### config.mk
export PLATFORM = sky130hd
export DESIGN_NAME = tpb_timer_pwm
export DESIGN_NICKNAME = d
export VERILOG_FILES = /design/src/tpb_pkg.sv /design/src/tpb_tick_if.sv /design/src/tpb_timer_pwm.sv /design/src/tpb_rate_div.sv
export SDC_FILE = /design/constraint.sdc
export NUM_CORES = 1
export LEC_CHECK = 0
export ABC_AREA = 1
export BUFFER_PORTS_ARGS = -buffer_cell sky130_fd_sc_hd__buf_2
export CAP_MARGIN = 25
export CORE_ASPECT_RATIO = 0.9
export CORE_UTILIZATION = 50
export DETAILED_ROUTE_END_ITERATION = 10
export PLACE_DENSITY = 0.77
export RECOVER_POWER = 25
export SKIP_LAST_GASP = 1
export SLEW_MARGIN = 20
export SYNTH_ARGS = -nofsm -noshare
export SYNTH_HDL_FRONTEND = slang
export SYNTH_SLANG_ARGS = --single-unit
### constraint.sdc
create_clock -name ref_clk -period 6.58 [get_ports ref_clk]
set_input_delay 0.329 -clock ref_clk [delete_from_list [all_inputs] [get_ports ref_clk]]
set_output_delay 0.329 -clock ref_clk [all_outputs]
set_load 0.02 [all_outputs]
### src/tpb_pkg.sv
// Constants shared by the two-timer pulse-width and tone output block.
// Assumes a single reference clock and an active-high asynchronous reset.
package tpb_pkg;

  // ==========================================================================
  // Counter and reference values
  localparam logic [7:0] TPB_COUNT_RESET = 8'h00;
  localparam logic [7:0] TPB_REF_RESET = 8'h00;
  localparam logic [7:0] TPB_COUNT_WRAP = 8'h00;
  localparam logic [7:0] TPB_COUNT_LAST = 8'hff;

  // ==========================================================================
  // Rate field layout inside a mode register
  localparam int TPB_RATE_LSB = 4;
  localparam int TPB_RATE_MSB = 6;
  localparam logic [2:0] TPB_RATE_RESET = 3'h0;

  // ==========================================================================
  // Prescaler exponents: code 000 gives the slowest tick
  localparam logic [3:0] TPB_CPU_SHIFT_TOP = 4'h8;
  localparam logic [3:0] TPB_OSC_SHIFT_TOP = 4'h7;

  // ==========================================================================
  // Pin input synchroniser depth
  localparam int TPB_SYNC_STAGES = 3;

  // ==========================================================================
  // Timer indices
  localparam int TPB_TIMER_A = 0;
  localparam int TPB_TIMER_B = 1;
  localparam int TPB_NUM_TIMERS = 2;

endpackage : tpb_pkg

### src/tpb_tick_if.sv
// Carrier between a timer core and its rate divider.
// Assumes both ends run on the same reference clock.
`timescale 1ns/1ps
interface tpb_tick_if;
  logic run;
  logic [2:0] rate;
  logic oscSel;
  logic extMode;
  logic cpuTick;
  logic tick;

  modport ctrl (output run, output rate, output oscSel, output extMode, output cpuTick,
    input tick);
  modport div (input run, input rate, input oscSel, input extMode, input cpuTick,
    output tick);
endinterface : tpb_tick_if

### src/tpb_timer_pwm.sv
// Two 8-bit timers with pulse-width outputs and a tone output on the second timer.
// Assumes software drives the mode bits and write strobes on ref_clk.
//
// What this block does
// - Tone toggles each overflow: half interval rate
// - Tone enable drives shared pin, disables I/O
// - Run clear stops count, tone, pulse output
// - Rate field three bits, all eight codes
// - Source: CPU clear, oscillator set, ignored external
// - Auto-load bit set enables reload
// - Pulse mode: modulo-256 count against reference
// - Output high below reference, else low
// - Wrap to zero starts new high period
// - Duty equals reference over 256
// - Reference write-only; software avoids read-modify-write
// - Count write changes duty immediately
// - Pulse enable drives pin, disables I/O
// - Overflow raises request flag in pulse mode
// - Second timer: three function enables; tone overrides pulse on the pin, pulse overrides auto-load
// - Overflow with auto-load copies reload value
// - Pulse mode overrides auto-load: wraps to zero at 256 boundary
`timescale 1ns/1ps
module tpb_timer_pwm
  import tpb_pkg::*;
#(
  parameter int CPU_DIV = 4
)
(
  // Clock and reset
  input wire logic ref_clk,
  input wire logic rst,
  // Timer A mode bits
  input wire logic timerARun,
  input wire logic [2:0] timerARateField,
  input wire logic timerAOscSourceSel,
  input wire logic timerAAutoload,
  input wire logic timerAExtMode,
  input wire logic timerAPulseOutEnable,
  input wire logic timerAIrqEnable,
  // Timer A data writes and flag clear
  input wire logic timerACountWr,
  input wire logic timerARefWr,
  input wire logic [7:0] timerAWrData,
  input wire logic timerAIrqClr,
  // Timer B mode bits
  input wire logic timerBRun,
  input wire logic [2:0] timerBRateField,
  input wire logic timerBOscSourceSel,
  input wire logic timerBAutoload,
  input wire logic timerBExtMode,
  input wire logic timerBPulseOutEnable,
  input wire logic timerBIrqEnable,
  input wire logic toneOutputEnable,
  // Timer B data writes and flag clear
  input wire logic timerBCountWr,
  input wire logic timerBRefWr,
  input wire logic [7:0] timerBWrData,
  input wire logic timerBIrqClr,
  // External event pins
  input wire logic timerAEventPin,
  input wire logic timerBEventPin,
  // Status
  output logic [7:0] timerACount,
  output logic [7:0] timerBCount,
  output logic timerAIrqFlag,
  output logic timerBIrqFlag,
  output logic timerAIrqReq,
  output logic timerBIrqReq,
  // Pin A: pulse output
  output logic timerAPinOut,
  output logic timerAPinOe,
  // Pin B: shared tone and pulse output
  output logic toneOutPinSignal,
  output logic timerBPinOe
);

  logic [7:0] cpuCnt;
  logic cpuTick;
  logic run [TPB_NUM_TIMERS];
  logic [2:0] rate [TPB_NUM_TIMERS];
  logic oscSel [TPB_NUM_TIMERS];
  logic autoload [TPB_NUM_TIMERS];
  logic extMode [TPB_NUM_TIMERS];
  logic pulseEn [TPB_NUM_TIMERS];
  logic irqEn [TPB_NUM_TIMERS];
  logic countWr [TPB_NUM_TIMERS];
  logic refWr [TPB_NUM_TIMERS];
  logic [7:0] wrData [TPB_NUM_TIMERS];
  logic irqClr [TPB_NUM_TIMERS];
  logic eventPin [TPB_NUM_TIMERS];
  logic [7:0] count [TPB_NUM_TIMERS];
  logic [7:0] refVal [TPB_NUM_TIMERS];
  logic irqFlag [TPB_NUM_TIMERS];
  logic irqReq [TPB_NUM_TIMERS];
  logic pulseOut [TPB_NUM_TIMERS];
  logic [7:0] next_count [TPB_NUM_TIMERS];
  logic overflow [TPB_NUM_TIMERS];
  logic tick [TPB_NUM_TIMERS];
  logic tone;
  logic next_tone;

  // ==========================================================================
  // Port gathering
  assign run[TPB_TIMER_A] = timerARun;
  assign rate[TPB_TIMER_A] = timerARateField;
  assign oscSel[TPB_TIMER_A] = timerAOscSourceSel;
  assign autoload[TPB_TIMER_A] = timerAAutoload;
  assign extMode[TPB_TIMER_A] = timerAExtMode;
  assign pulseEn[TPB_TIMER_A] = timerAPulseOutEnable;
  assign irqEn[TPB_TIMER_A] = timerAIrqEnable;
  assign countWr[TPB_TIMER_A] = timerACountWr;
  assign refWr[TPB_TIMER_A] = timerARefWr;
  assign wrData[TPB_TIMER_A] = timerAWrData;
  assign irqClr[TPB_TIMER_A] = timerAIrqClr;
  assign eventPin[TPB_TIMER_A] = timerAEventPin;

  assign run[TPB_TIMER_B] = timerBRun;
  assign rate[TPB_TIMER_B] = timerBRateField;
  assign oscSel[TPB_TIMER_B] = timerBOscSourceSel;
  assign autoload[TPB_TIMER_B] = timerBAutoload;
  assign extMode[TPB_TIMER_B] = timerBExtMode;
  assign pulseEn[TPB_TIMER_B] = timerBPulseOutEnable;
  assign irqEn[TPB_TIMER_B] = timerBIrqEnable;
  assign countWr[TPB_TIMER_B] = timerBCountWr;
  assign refWr[TPB_TIMER_B] = timerBRefWr;
  assign wrData[TPB_TIMER_B] = timerBWrData;
  assign irqClr[TPB_TIMER_B] = timerBIrqClr;
  assign eventPin[TPB_TIMER_B] = timerBEventPin;

  assign timerACount = count[TPB_TIMER_A];
  assign timerBCount = count[TPB_TIMER_B];
  assign timerAIrqFlag = irqFlag[TPB_TIMER_A];
  assign timerBIrqFlag = irqFlag[TPB_TIMER_B];
  assign timerAIrqReq = irqReq[TPB_TIMER_A];
  assign timerBIrqReq = irqReq[TPB_TIMER_B];

  // ==========================================================================
  // CPU clock tick from reference clock
  always_ff @(posedge ref_clk or posedge rst)
  begin
    if (rst)
    begin
      cpuCnt <= 8'h00;
      cpuTick <= 1'b0;
    end
    else if (cpuCnt == 8'(CPU_DIV - 1))
    begin
      cpuCnt <= 8'h00;
      cpuTick <= 1'b1;
    end
    else
    begin
      cpuCnt <= cpuCnt + 8'h01;
      cpuTick <= 1'b0;
    end
  end

  // ==========================================================================
  // Per-timer core
  for (genvar g = 0; g < TPB_NUM_TIMERS; g++)
  begin : gTimer
    tpb_tick_if tk ();

    assign tk.run = run[g];
    assign tk.rate = rate[g];
    assign tk.oscSel = oscSel[g];
    assign tk.extMode = extMode[g];
    assign tk.cpuTick = cpuTick;
    assign tick[g] = tk.tick;

    tpb_rate_div uDiv (
      .ref_clk(ref_clk),
      .rst(rst),
      .extPin(eventPin[g]),
      .tk(tk)
    );

    // Overflow and next count
    always_comb
    begin
      overflow[g] = run[g] && tick[g] && (count[g] == TPB_COUNT_LAST);
      if (countWr[g])
        next_count[g] = wrData[g];
      else if (overflow[g] && pulseEn[g])
        next_count[g] = TPB_COUNT_WRAP;
      else if (overflow[g] && autoload[g])
        next_count[g] = refVal[g];
      else if (overflow[g])
        next_count[g] = TPB_COUNT_WRAP;
      else if (run[g] && tick[g])
        next_count[g] = count[g] + 8'h01;
      else
        next_count[g] = count[g];
    end

    always_ff @(posedge ref_clk or posedge rst)
    begin
      if (rst)
        count[g] <= TPB_COUNT_RESET;
      else
        count[g] <= next_count[g];
    end

    // Write-only reference
    always_ff @(posedge ref_clk or posedge rst)
    begin
      if (rst)
        refVal[g] <= TPB_REF_RESET;
      else if (refWr[g])
        refVal[g] <= wrData[g];
    end

    // Request flag, set wins over clear
    always_ff @(posedge ref_clk or posedge rst)
    begin
      if (rst)
        irqFlag[g] <= 1'b0;
      else if (overflow[g])
        irqFlag[g] <= 1'b1;
      else if (irqClr[g])
        irqFlag[g] <= 1'b0;
    end

    always_ff @(posedge ref_clk or posedge rst)
    begin
      if (rst)
        irqReq[g] <= 1'b0;
      else
        irqReq[g] <= irqEn[g] && (irqFlag[g] || overflow[g]);
    end

    // Pulse-width compare on the next count, so the pin lines up with it
    always_comb
    begin
      if (!run[g] || !pulseEn[g])
        pulseOut[g] = 1'b0;
      else if (refWr[g])
        pulseOut[g] = next_count[g] < wrData[g];
      else
        pulseOut[g] = next_count[g] < refVal[g];
    end
  end

  // ==========================================================================
  // Tone divider on second timer
  always_comb
  begin
    if (!run[TPB_TIMER_B] || !toneOutputEnable)
      next_tone = 1'b0;
    else if (overflow[TPB_TIMER_B])
      next_tone = !tone;
    else
      next_tone = tone;
  end

  always_ff @(posedge ref_clk or posedge rst)
  begin
    if (rst)
      tone <= 1'b0;
    else
      tone <= next_tone;
  end

  // ==========================================================================
  // Pin A drive
  always_ff @(posedge ref_clk or posedge rst)
  begin
    if (rst)
    begin
      timerAPinOut <= 1'b0;
      timerAPinOe <= 1'b0;
    end
    else
    begin
      timerAPinOut <= pulseOut[TPB_TIMER_A];
      timerAPinOe <= pulseEn[TPB_TIMER_A];
    end
  end

  // ==========================================================================
  // Pin B drive: tone takes precedence
  always_ff @(posedge ref_clk or posedge rst)
  begin
    if (rst)
    begin
      toneOutPinSignal <= 1'b0;
      timerBPinOe <= 1'b0;
    end
    else
    begin
      case ({toneOutputEnable, pulseEn[TPB_TIMER_B]})
        2'b10, 2'b11:
          toneOutPinSignal <= next_tone;
        2'b01:
          toneOutPinSignal <= pulseOut[TPB_TIMER_B];
        default:
          toneOutPinSignal <= 1'b0;
      endcase
      timerBPinOe <= toneOutputEnable || pulseEn[TPB_TIMER_B];
    end
  end

endmodule : tpb_timer_pwm

### src/tpb_rate_div.sv
// Rate divider: turns the selected CPU, oscillator or external clock into count ticks.
// Assumes cpuTick is a one-cycle pulse at the CPU clock rate and extPin is asynchronous.
`timescale 1ns/1ps
module tpb_rate_div
  import tpb_pkg::*;
(
  // Clock and reset
  input wire logic ref_clk,
  input wire logic rst,
  // External event pin
  input wire logic extPin,
  // Tick carrier
  tpb_tick_if.div tk
);

  logic [TPB_SYNC_STAGES-1:0] extSync;
  logic extLevel;
  logic extStable;
  logic extRise;
  logic [7:0] preCnt;
  logic baseTick;
  logic rateHit;
  logic [3:0] shiftCpu;
  logic [3:0] shiftOsc;

  // ==========================================================================
  // Mask test on the prescaler
  function automatic logic prescaleHit(input logic [7:0] cnt, input logic [3:0] shift);
    logic [8:0] wide;
    logic [7:0] mask;
    wide = (9'h001 << shift) - 9'h001;
    mask = wide[7:0];
    return (cnt & mask) == mask;
  endfunction : prescaleHit

  // ==========================================================================
  // Source and rate selection
  always_comb
  begin
    shiftCpu = TPB_CPU_SHIFT_TOP - {1'b0, tk.rate};
    shiftOsc = TPB_OSC_SHIFT_TOP - {1'b0, tk.rate};
    baseTick = tk.oscSel ? 1'b1 : tk.cpuTick;
    rateHit = tk.oscSel ? prescaleHit(preCnt, shiftOsc) : prescaleHit(preCnt, shiftCpu);
  end

  always_ff @(posedge ref_clk or posedge rst)
  begin
    if (rst)
      preCnt <= 8'h00;
    else if (!tk.run)
      preCnt <= 8'h00;
    else if (baseTick)
      preCnt <= preCnt + 8'h01;
  end

  // ==========================================================================
  // External event synchroniser
  always_ff @(posedge ref_clk or posedge rst)
  begin
    if (rst)
      extSync <= '0;
    else
      extSync <= {extSync[TPB_SYNC_STAGES-2:0], extPin};
  end

  assign extStable = extSync[1] == extSync[2];
  assign extRise = extStable && extSync[2] && !extLevel;

  always_ff @(posedge ref_clk or posedge rst)
  begin
    if (rst)
      extLevel <= 1'b0;
    else if (extStable)
      extLevel <= extSync[2];
  end

  // ==========================================================================
  // Tick output
  always_ff @(posedge ref_clk or posedge rst)
  begin
    if (rst)
      tk.tick <= 1'b0;
    else if (tk.extMode)
      tk.tick <= tk.run && extRise;
    else
      tk.tick <= tk.run && baseTick && rateHit;
  end

endmodule : tpb_rate_div

-- After elaboration in Yosys (flattened, before gate mapping)
Index checks and enable logic that the tools add are counted.
- bitwise gates (word level): 4
- equality and inequality tests: 14
- shift-type cells: 4
- $add $sub $neg: 13
- $lt $le $gt $ge: 4
- reduce and logical (&&, ||, !) cells: 37
- mux-type cells: 33
- operators with widths (cell ; number):
    two-way mux 8 bit ; 15
    adder 8 x 1 -> 8 bit (second input constant) ; 5
    AND 8 bit ; 4
    equality test 8 bit ; 4
    < comparator 8 bit ; 4
    << shifter 1 x 4 -> 8 bit (first input constant) ; 4
    subtractor 8 x 1 -> 8 bit (second input constant) ; 4
    logical AND 1 bit ; 20
    two-way mux 1 bit ; 17
    equality test 8 bit (second input constant) ; 2
    equality test 8 x 2 -> 1 bit (second input constant) ; 1
    logical NOT 1 bit ; 8
    subtractor 3 x 3 -> 4 bit (first input constant) ; 2
    subtractor 4 x 3 -> 4 bit (first input constant) ; 2
    logical OR 1 bit ; 6
    equality test 2 bit (second input constant) ; 2
    != test 2 x 1 -> 1 bit (second input constant) ; 2
    nonzero test 2 bit ; 2
    equality test 1 bit ; 2
    equality test 2 x 1 -> 1 bit (second input constant) ; 1
    case mux 1 bit (2 select lines) ; 1
    OR reduction 2 bit ; 1
- output and inout port bits: 24
- input port bits: 45
- bits in registers: 76

-- Depth between registers and ports, before layout
Gate-level depths: netlist (run 1).
- depth after elaboration: 10
- mapped depth: 19
- mapped depth without buffers: 19

-- Hierarchy
Synthesis (run 1) repeated with hierarchy kept, for this count alone.
- cells, all modules: 641
- area total of the unflattened synthesis: 4819.6 sq um
- modules (own cells, without submodules) (module ; area an instance (sq um) ; seq. area each (sq um) ; cells an instance ; times used):
    tpb_timer_pwm ; 3067.9 ; 1251.2 ; 389 ; 1
    tpb_rate_div ; 875.8 ; 325.3 ; 126 ; 2

-- Worst setup path before layout (run 1)
No wires, ideal clock.
- kind: register to register
- start point: register count (netlist bit timerBCount[1])
- end point: register toneOutPinSignal
- library setup time: 0.065 ns
- path slack: 3.976 ns
- cell stages (with the launch flop): 17
- clock period less this slack: 2.604 ns
- data required time: 6.515 ns
- path buffers: 0
- data arrival time: 2.539 ns
- cell sequence: dfrtp_1 > ha_1 > nand3_2 > nor2_4 > nand2_2 > inv_1 > nand2_1 > o211ai_1 > o21ai_0 > ha_1 > a21oi_1 > nor2_1 > a2111oi_0 > nand2_1 > nand2_1 > nand2_1 > nand2_1
- RTL lines (element ; line ; RTL):
    start, declared ; tpb_timer_pwm.sv:91 ; logic [7:0] count [TPB_NUM_TIMERS];
    start signal, assigned by index ; tpb_timer_pwm.sv:201 ; count[g] <= next_count[g];
    end signal, assigned ; tpb_timer_pwm.sv:293 ; toneOutPinSignal <= next_tone;
    end signal, assigned ; tpb_timer_pwm.sv:295 ; toneOutPinSignal <= pulseOut[TPB_TIMER_B];
    end, declared ; tpb_timer_pwm.sv:73 ; output logic toneOutPinSignal,

==> impl_metrics.env, run 1 <==
export IMPL_status="complete, but fails checks"
export IMPL_violations="max-capacitance violations, max-slew violations"
export IMPL_min_from="timerAEventPin"
export IMPL_reg2reg_depth=16
export IMPL_slowest_stage="clkbuf_1"
export IMPL_cts_buffers=9
export IMPL_cp_startpoint="rst"
export IMPL_r2r_end="toneOutPinSignal"
export IMPL_grt_ovfl_total=0
export IMPL_post_cts_resized=0
export IMPL_final_nets=763
export IMPL_routedWlPerCell_um=12.8
export IMPL_p_per_area_nw_per_um2=203
export IMPL_syn_num_nets=688
export IMPL_fmax_ghz=0.277
export IMPL_r2r_setup_slack_ns=3.73
export IMPL_antenna_found_initial=1
export IMPL_finalHoldViolCount=0
export IMPL_cts_sinks=76
export IMPL_firstDrtPassIters=5
export IMPL_synth_top_cells_by_count="nand2_1 (135), inv_1 (100), dfrtp_1 (76), o21ai_0 (60)"
export IMPL_syn_area_um2=4710
export IMPL_worstPathMaxFanout=55
export IMPL_core_area_um2=9130
export IMPL_die_w_um=104
export IMPL_cpPeakStageDelay_ns=2.09
export IMPL_p_sw_mw=0.328
export IMPL_grt_max_degree=77
export IMPL_route_final_wire_length_mm=10.3
export IMPL_cp_start_kind="input port"
export IMPL_p_int_mw=0.768
export IMPL_hp_class="in -> reg"
export IMPL_drive_above_1_share=0.156
export IMPL_synthArstFlopShare=1.00
export IMPL_crit_top_cell="clkbuf_1"
export IMPL_reg2reg_from="timerBCount[1]"
export IMPL_cts_htree_levels=3
export IMPL_rows=33
export IMPL_vias=4194
export IMPL_seq_area_frac_synth=0.404
export IMPL_peakVddDrop_v=0.000118
export IMPL_start_util=0.517
export IMPL_rsz0062_at_grt="false"
export IMPL_clk_latency_ns=0.34
export IMPL_postPlaceCellArea_um2=5190
export IMPL_ys_top_cells_by_area="dfrtp_1 (40%), ha_1 (11%), nand2_1 (11%)"
export IMPL_area_delta_synth_final_pct=14.5
export IMPL_worst_ep_arrival_time_ns=3.45
export IMPL_drv_cap=1
export IMPL_ant_nets=0
export IMPL_worst_ep_required_time_ns=6.41
export IMPL_diodes=0
export IMPL_ys_types=39
export IMPL_cts_root_buf="clkbuf_8"
export IMPL_io_buffers=68
export IMPL_max_slew_margin=-0.897
export IMPL_yosysMostFrequentCell="nand2_1"
export IMPL_p_comb_frac=0.193
export IMPL_finClkSkew_ns=0.00570
export IMPL_die_h_um=94.1
export IMPL_clk_path_buf_depth=2
export IMPL_period_needed_ns=3.61
export IMPL_cp_end_kind="async pin"
export IMPL_syn_avg_cell_area_um2=7.84
export IMPL_hpwl_mm=8.13
export IMPL_routed_via_density=5.22
export IMPL_slew_violations=56
export IMPL_path_cells="buf_2, inv_1, clkbuf_1, clkbuf_1"
export IMPL_p_sw_frac=0.299
export IMPL_grt_total_usage=0.225
export IMPL_syn_instance_count=601
export IMPL_synth_flop_cell="dfrtp_1"
export IMPL_pwr_share_clk=0.338
export IMPL_period_share=0.549
export IMPL_place_congestion=0.989
export IMPL_design_area_um2=5400
export IMPL_io_pins=69
export IMPL_drt_first_iter_violations=196
export IMPL_grt_pass1_vias=3999
export IMPL_drc_errors=0
export IMPL_hold_end="gTimer[0].uDiv.extSync[0]"
export IMPL_synth_largest_area_cell="dfrtp_1"
export IMPL_die_area_um2=9820
export IMPL_max_slew_worst_pin_slew_ns=2.85
export IMPL_p_seq_frac=0.468
export IMPL_leakagePower_nw=2.85
export IMPL_cts_tree="yes"
export IMPL_ys_ff_latch=76
export IMPL_grt_pass1_wl_mm=17.8
export IMPL_synth_edff_count=0
export IMPL_synth_yosys_warnings=0
export IMPL_path_clk_slew_ns=0.08
export IMPL_cts_hold_buffers=0
export IMPL_setup_violations=0
export IMPL_holdPathStages=1
export IMPL_path_class="in -> async"
export IMPL_tns_ns=0
export IMPL_synth_top_area_share=0.404
export IMPL_postCtsSetupRepairBufs=0
## power by group through the flow
stage,Clock [mW],Sequential [mW],Combinational (mW)
after floorplan,0,0.530,0.134
after global placement,0,0.522,0.205
after detailed placement,0,0.523,0.212
after CTS,0.379,0.513,0.214
after global routing,0.401,0.517,0.245
final,0.370,0.513,0.212
## registers in the layout (all words and copies together), names as in the netlist, 2 cells and up
register and count:
gTimer.uDiv.extSync 6, timerBCount 8, gTimer.uDiv.tk.tick 2, gTimer.uDiv.preCnt 16
timerACount 8, refVal 16, gTimer.uDiv.extLevel 2, cpuCnt 8
## cell families after synthesis
group           count (synthesis)  synth area share
fa+ha+maj                      42             0.111
xor+xnor                       11            0.0204
flops                          76             0.404
buf+inv                       107            0.0863
simple gates                  241             0.223
mux                             4           0.00956
compound gates                120             0.146
## how the worst max path moves through the flow
stage,to,slack [ns],cells past startpoint
2_1_floorplan,toneOutPinSignal,3.98,16
3_3_place_gp,timerAPinOut,3.80,16
3_5_place_dp,timerAPinOut,3.65,15
4_1_cts,timerAPinOut,3.71,15
5_1_grt,timerACount[6],2.12,4
6_report,timerACount[5],2.97,4
## cell type report
| cell class | instances | area [µm²] |
|---|---|---|
| clock buffers | 11 | 151 |
| multi-input cells | 418 | 2400 |
| inverters | 101 | 379 |
| fillers | 850 | 3730 |
| repair buffers | 70 | 345 |
| clock inverters | 5 | 60.1 |
| well taps | 122 | 153 |
| flip-flops and latches | 76 | 1900 |
## critical path: cells and delay by family
kind | cells | cell delay, ns
buffers and inverters | 4 | 3.09
## cells in the final DEF, fill, tap and decap left out, types with 2 or more instances in the layout
cell type and instances:
nand2_1 135, nand2_2 5, nand3_1 21, o211ai_1 4, mux2_2 4, inv_1 100, o21ai_0 60, clkbuf_1 4
dfrtp_1 76, a21oi_1 26, a21boi_0 2, nor2_2 6, xor2_1 6, xnor2_1 5, o21bai_1 2, clkbuf_8 11
a2111oi_0 3, nor4_1 4, nand3_2 4, o22ai_1 11, a22oi_1 2, nand4_1 3, ha_1 42, nor3_1 18
nor2_1 42, clkinv_4 2, o31ai_1 2, buf_2 66
## stage by stage
stage	utilization	total power, mW	instances	hold slack, ns	setup WS (ns)
finish	0.591	1.10	803	0.0874	2.97
global route	0.591	1.16	803	0.0634	2.12
CTS	0.592	1.11	802	0.0745	3.71
detailed placement	0.568	0.735	786	0.343	3.65
global placement	0.568	0.726	786	0.334	3.80
floorplan	-	0.664	601	0.331	3.98
## metal layers
layer	GRT usage	part of all wire	vias up
met4	0.0607	0.014	0
li1	-	-	2137
met1	0.279	0.47	1942
met5	0	0	-
met2	0.396	0.47	98
met3	0.0513	0.051	17
No activity file was read; power rests on OpenSTA's default activity.
==> inputs of run 2 (changes only) <==
Settings changed: ABC_AREA 1 to 0, PLACE_DENSITY 0.77 to 0.8.
Clock period 6.58 ns to 2.9 ns, I/O delays scaled along.
==> run 2 against run 1 <==
  * The flow still finishes with violations (max-capacitance violations, max-slew violations)
  * Critical path depth up 9
  * Clock power rose by 130%
  * Global-route usage increased by 1.6 points
  * Die area grew 0.73%
  * Via count grew 3.3%
  * Register-to-register slack worse by 3.7 ns
  * Critical path type is now reg -> reg
==> impl_metrics.env, run 2 <==
export IMPL_crit_top_cell="ha_4"
export IMPL_grt_total_usage=0.242
export IMPL_status="complete, but fails checks"
export IMPL_cpPeakStageDelay_ns=0.44
export IMPL_finClkSkew_ns=0.0201
export IMPL_clk_latency_ns=0.36
export IMPL_die_w_um=105
export IMPL_peakVddDrop_v=0.000285
export IMPL_vias=4333
export IMPL_path_clk_slew_ns=0.10
export IMPL_synth_edff_count=0
export IMPL_place_congestion=0.983
export IMPL_ys_types=57
export IMPL_ys_top_cells_by_area="dfrtp_1 (40%), ha_1 (11%), nand2_1 (4.4%)"
export IMPL_core_area_um2=9170
export IMPL_io_buffers=68
export IMPL_top_regs="gTimer.uDiv.preCnt: 16 flops, refVal: 16 flops"
export IMPL_period_share=0.984
export IMPL_final_nets=695
export IMPL_slew_violations=77
export IMPL_worstPathMaxFanout=3
export IMPL_cp_end_kind="flop"
export IMPL_slowest_stage="dfrtp_2"
export IMPL_layout_commonest_cell="dfrtp_1"
export IMPL_worst_ep_required_time_ns=3.15
export IMPL_clk_path_buf_depth=2
export IMPL_antenna_found_initial=0
export IMPL_hp_class="in -> reg"
export IMPL_synth_top_cells_by_count="dfrtp_1 (76), nand2_1 (56), ha_1 (42), inv_1 (40), o21ai_0 (37)"
export IMPL_cts_buffers=9
export IMPL_period_needed_ns=2.85
export IMPL_rows=33
export IMPL_routedWlPerCell_um=16.2
export IMPL_syn_area_um2=4750
export IMPL_drive_above_1_share=0.240
export IMPL_path_cells="ha_4, nand3_4, buf_6, nor2_4, or2_2, a41oi_2, a22o_1, ha_4, and3_4, nand3_1, o211ai_1, o22ai_1, a2111o_1"
export IMPL_grt_pass1_vias=4116
export IMPL_yosysMostFrequentCell="dfrtp_1"
export IMPL_start_util=0.518
export IMPL_cts_htree_levels=3
export IMPL_grt_max_degree=77
export IMPL_violations="max-capacitance violations, max-slew violations"
export IMPL_diodes=0
export IMPL_drt_first_iter_violations=333
export IMPL_synthArstFlopShare=1.00
export IMPL_drv_cap=1
export IMPL_hpwl_mm=8.53
export IMPL_mostFrequentLayoutCells="dfrtp_1 (71), buf_2 (66), nand2_1 (55)"
export IMPL_finalPower_mw=2.61
export IMPL_die_h_um=94.5
export IMPL_place_ws_ns=-0.0674
export IMPL_io_pins=69
export IMPL_cts_root_buf="clkbuf_8"
export IMPL_routed_via_density=5.90
export IMPL_cts_sinks=76
export IMPL_max_slew_margin=-0.222
export IMPL_p_per_area_nw_per_um2=452
export IMPL_setup_violations=0
export IMPL_fin_ws_ns=0.0457
export IMPL_seq_area_frac_synth=0.401
export IMPL_synth_top_area_share=0.401
export IMPL_die_area_um2=9890
export IMPL_route_final_wire_length_mm=11.9
export IMPL_synth_largest_area_cell="dfrtp_1"
export IMPL_worst_ep_arrival_time_ns=3.10
export IMPL_leakagePower_nw=2.74
export IMPL_grt_ovfl_total=0
export IMPL_critPathTopFamily="compound AO/OA/AOI/OAI gates"
export IMPL_max_slew_worst_pin_slew_ns=1.83
export IMPL_finalHoldViolCount=0
export IMPL_crit_buf_inv=1
export IMPL_fmax_ghz=0.350
export IMPL_cp_start_kind="flop"
export IMPL_syn_instance_count=519
export IMPL_syn_num_nets=606
export IMPL_synth_yosys_warnings=0
export IMPL_synth_flop_cell="dfrtp_1"
export IMPL_drc_errors=0
export IMPL_firstDrtPassIters=5
export IMPL_grt_pass1_wl_mm=19.1
export IMPL_dpl_cell_count=701
export IMPL_instances_no_fill=735
export IMPL_ant_nets=0
export IMPL_cts_tree="yes"
export IMPL_area_delta_synth_final_pct=21.8
export IMPL_ys_ff_latch=76
export IMPL_path_class="reg -> reg"
export IMPL_syn_avg_cell_area_um2=9.15
## run 2: routing by layer
layer,GRT usage,wire length [µm]
met4,0.0822,274
met5,0,0
met2,0.413,5750
met3,0.0442,736
met1,0.312,5180
## run 2: worst paths after layout
check,startpoint,endpoint,slack (ns),cells after the start
min,timerAWrData[5],refVal[13],0.02,3
max reg2reg,timerBCount[1],toneOutPinSignal,0.05,13
max,timerBCount[1],toneOutPinSignal,0.05,13
max in group asynchronous,rst,timerBCount[4],0.68,4
min reg2reg,gTimer[0].uDiv.extSync[0],gTimer[0].uDiv.extSync[1],0.35,0
min in group asynchronous,rst,gTimer[1].uDiv.preCnt[1],0.98,4
## run 2: cell type report
class,instances,area (µm²)
Tap cell,122,153
Clock inverter,7,85.1
Sequential cell,76,1910
Clock buffer,9,124
Inverter,40,150
Multi-Input combinational cell,385,2800
Timing Repair Buffer,96,562
Fill cell,782,3380
## run 2: repair_timing
| item | 4_1_cts | 5_1_grt |
|---|---|---|
| pin swaps | 3 | 11 |
| buffers inserted | 7 | 6 |
| setup endpoints to repair | 2 | 2 |
| hold endpoints to repair | 80 | 0 |
| gates resized for setup | 12 | 28 |
| gates cloned | 0 | 0 |
| hold buffers | 5 | 0 |
## run 2: power by group
group          internal, mW  total, mW  switching [mW]
clock                 0.419      0.868           0.449
sequential             1.12       1.18          0.0612
combinational         0.234      0.563           0.330
total                  1.77       2.61           0.840
## run 2: logic make-up (layout without fill, tap and decap cells)
kind of cell               count (synthesis)  count (layout)  share of synthesized area
and+or+nand+nor                          179             179                      0.199
AOI/OAI and AO/OA                        131             131                      0.179
DFF                                       76              76                      0.401
buffers and inverters                     58             152                     0.0474
adders and majority gates                 42              42                      0.111
xor gates and xnor gates                  29              29                     0.0535
muxes                                      4               4                    0.00949
## run 2: metrics by stage
stage	area, µm²	utilization	setup TNS [ns]	hold WS [ns]
after floorplan	4750	-	0	0.176
after global routing	5790	0.631	-0.0841	0.0106
final	5790	0.631	0	0.0158
after CTS	5640	0.615	-0.00122	0.00880
after detailed placement	5260	0.574	-0.125	0.257
after global placement	5260	0.574	0	0.258
## run 2: tightest hold or removal path, cell delays in order
cell	delay (ns)
buf_2	0.08
nand2_1	0.04
o21ai_0	0.06
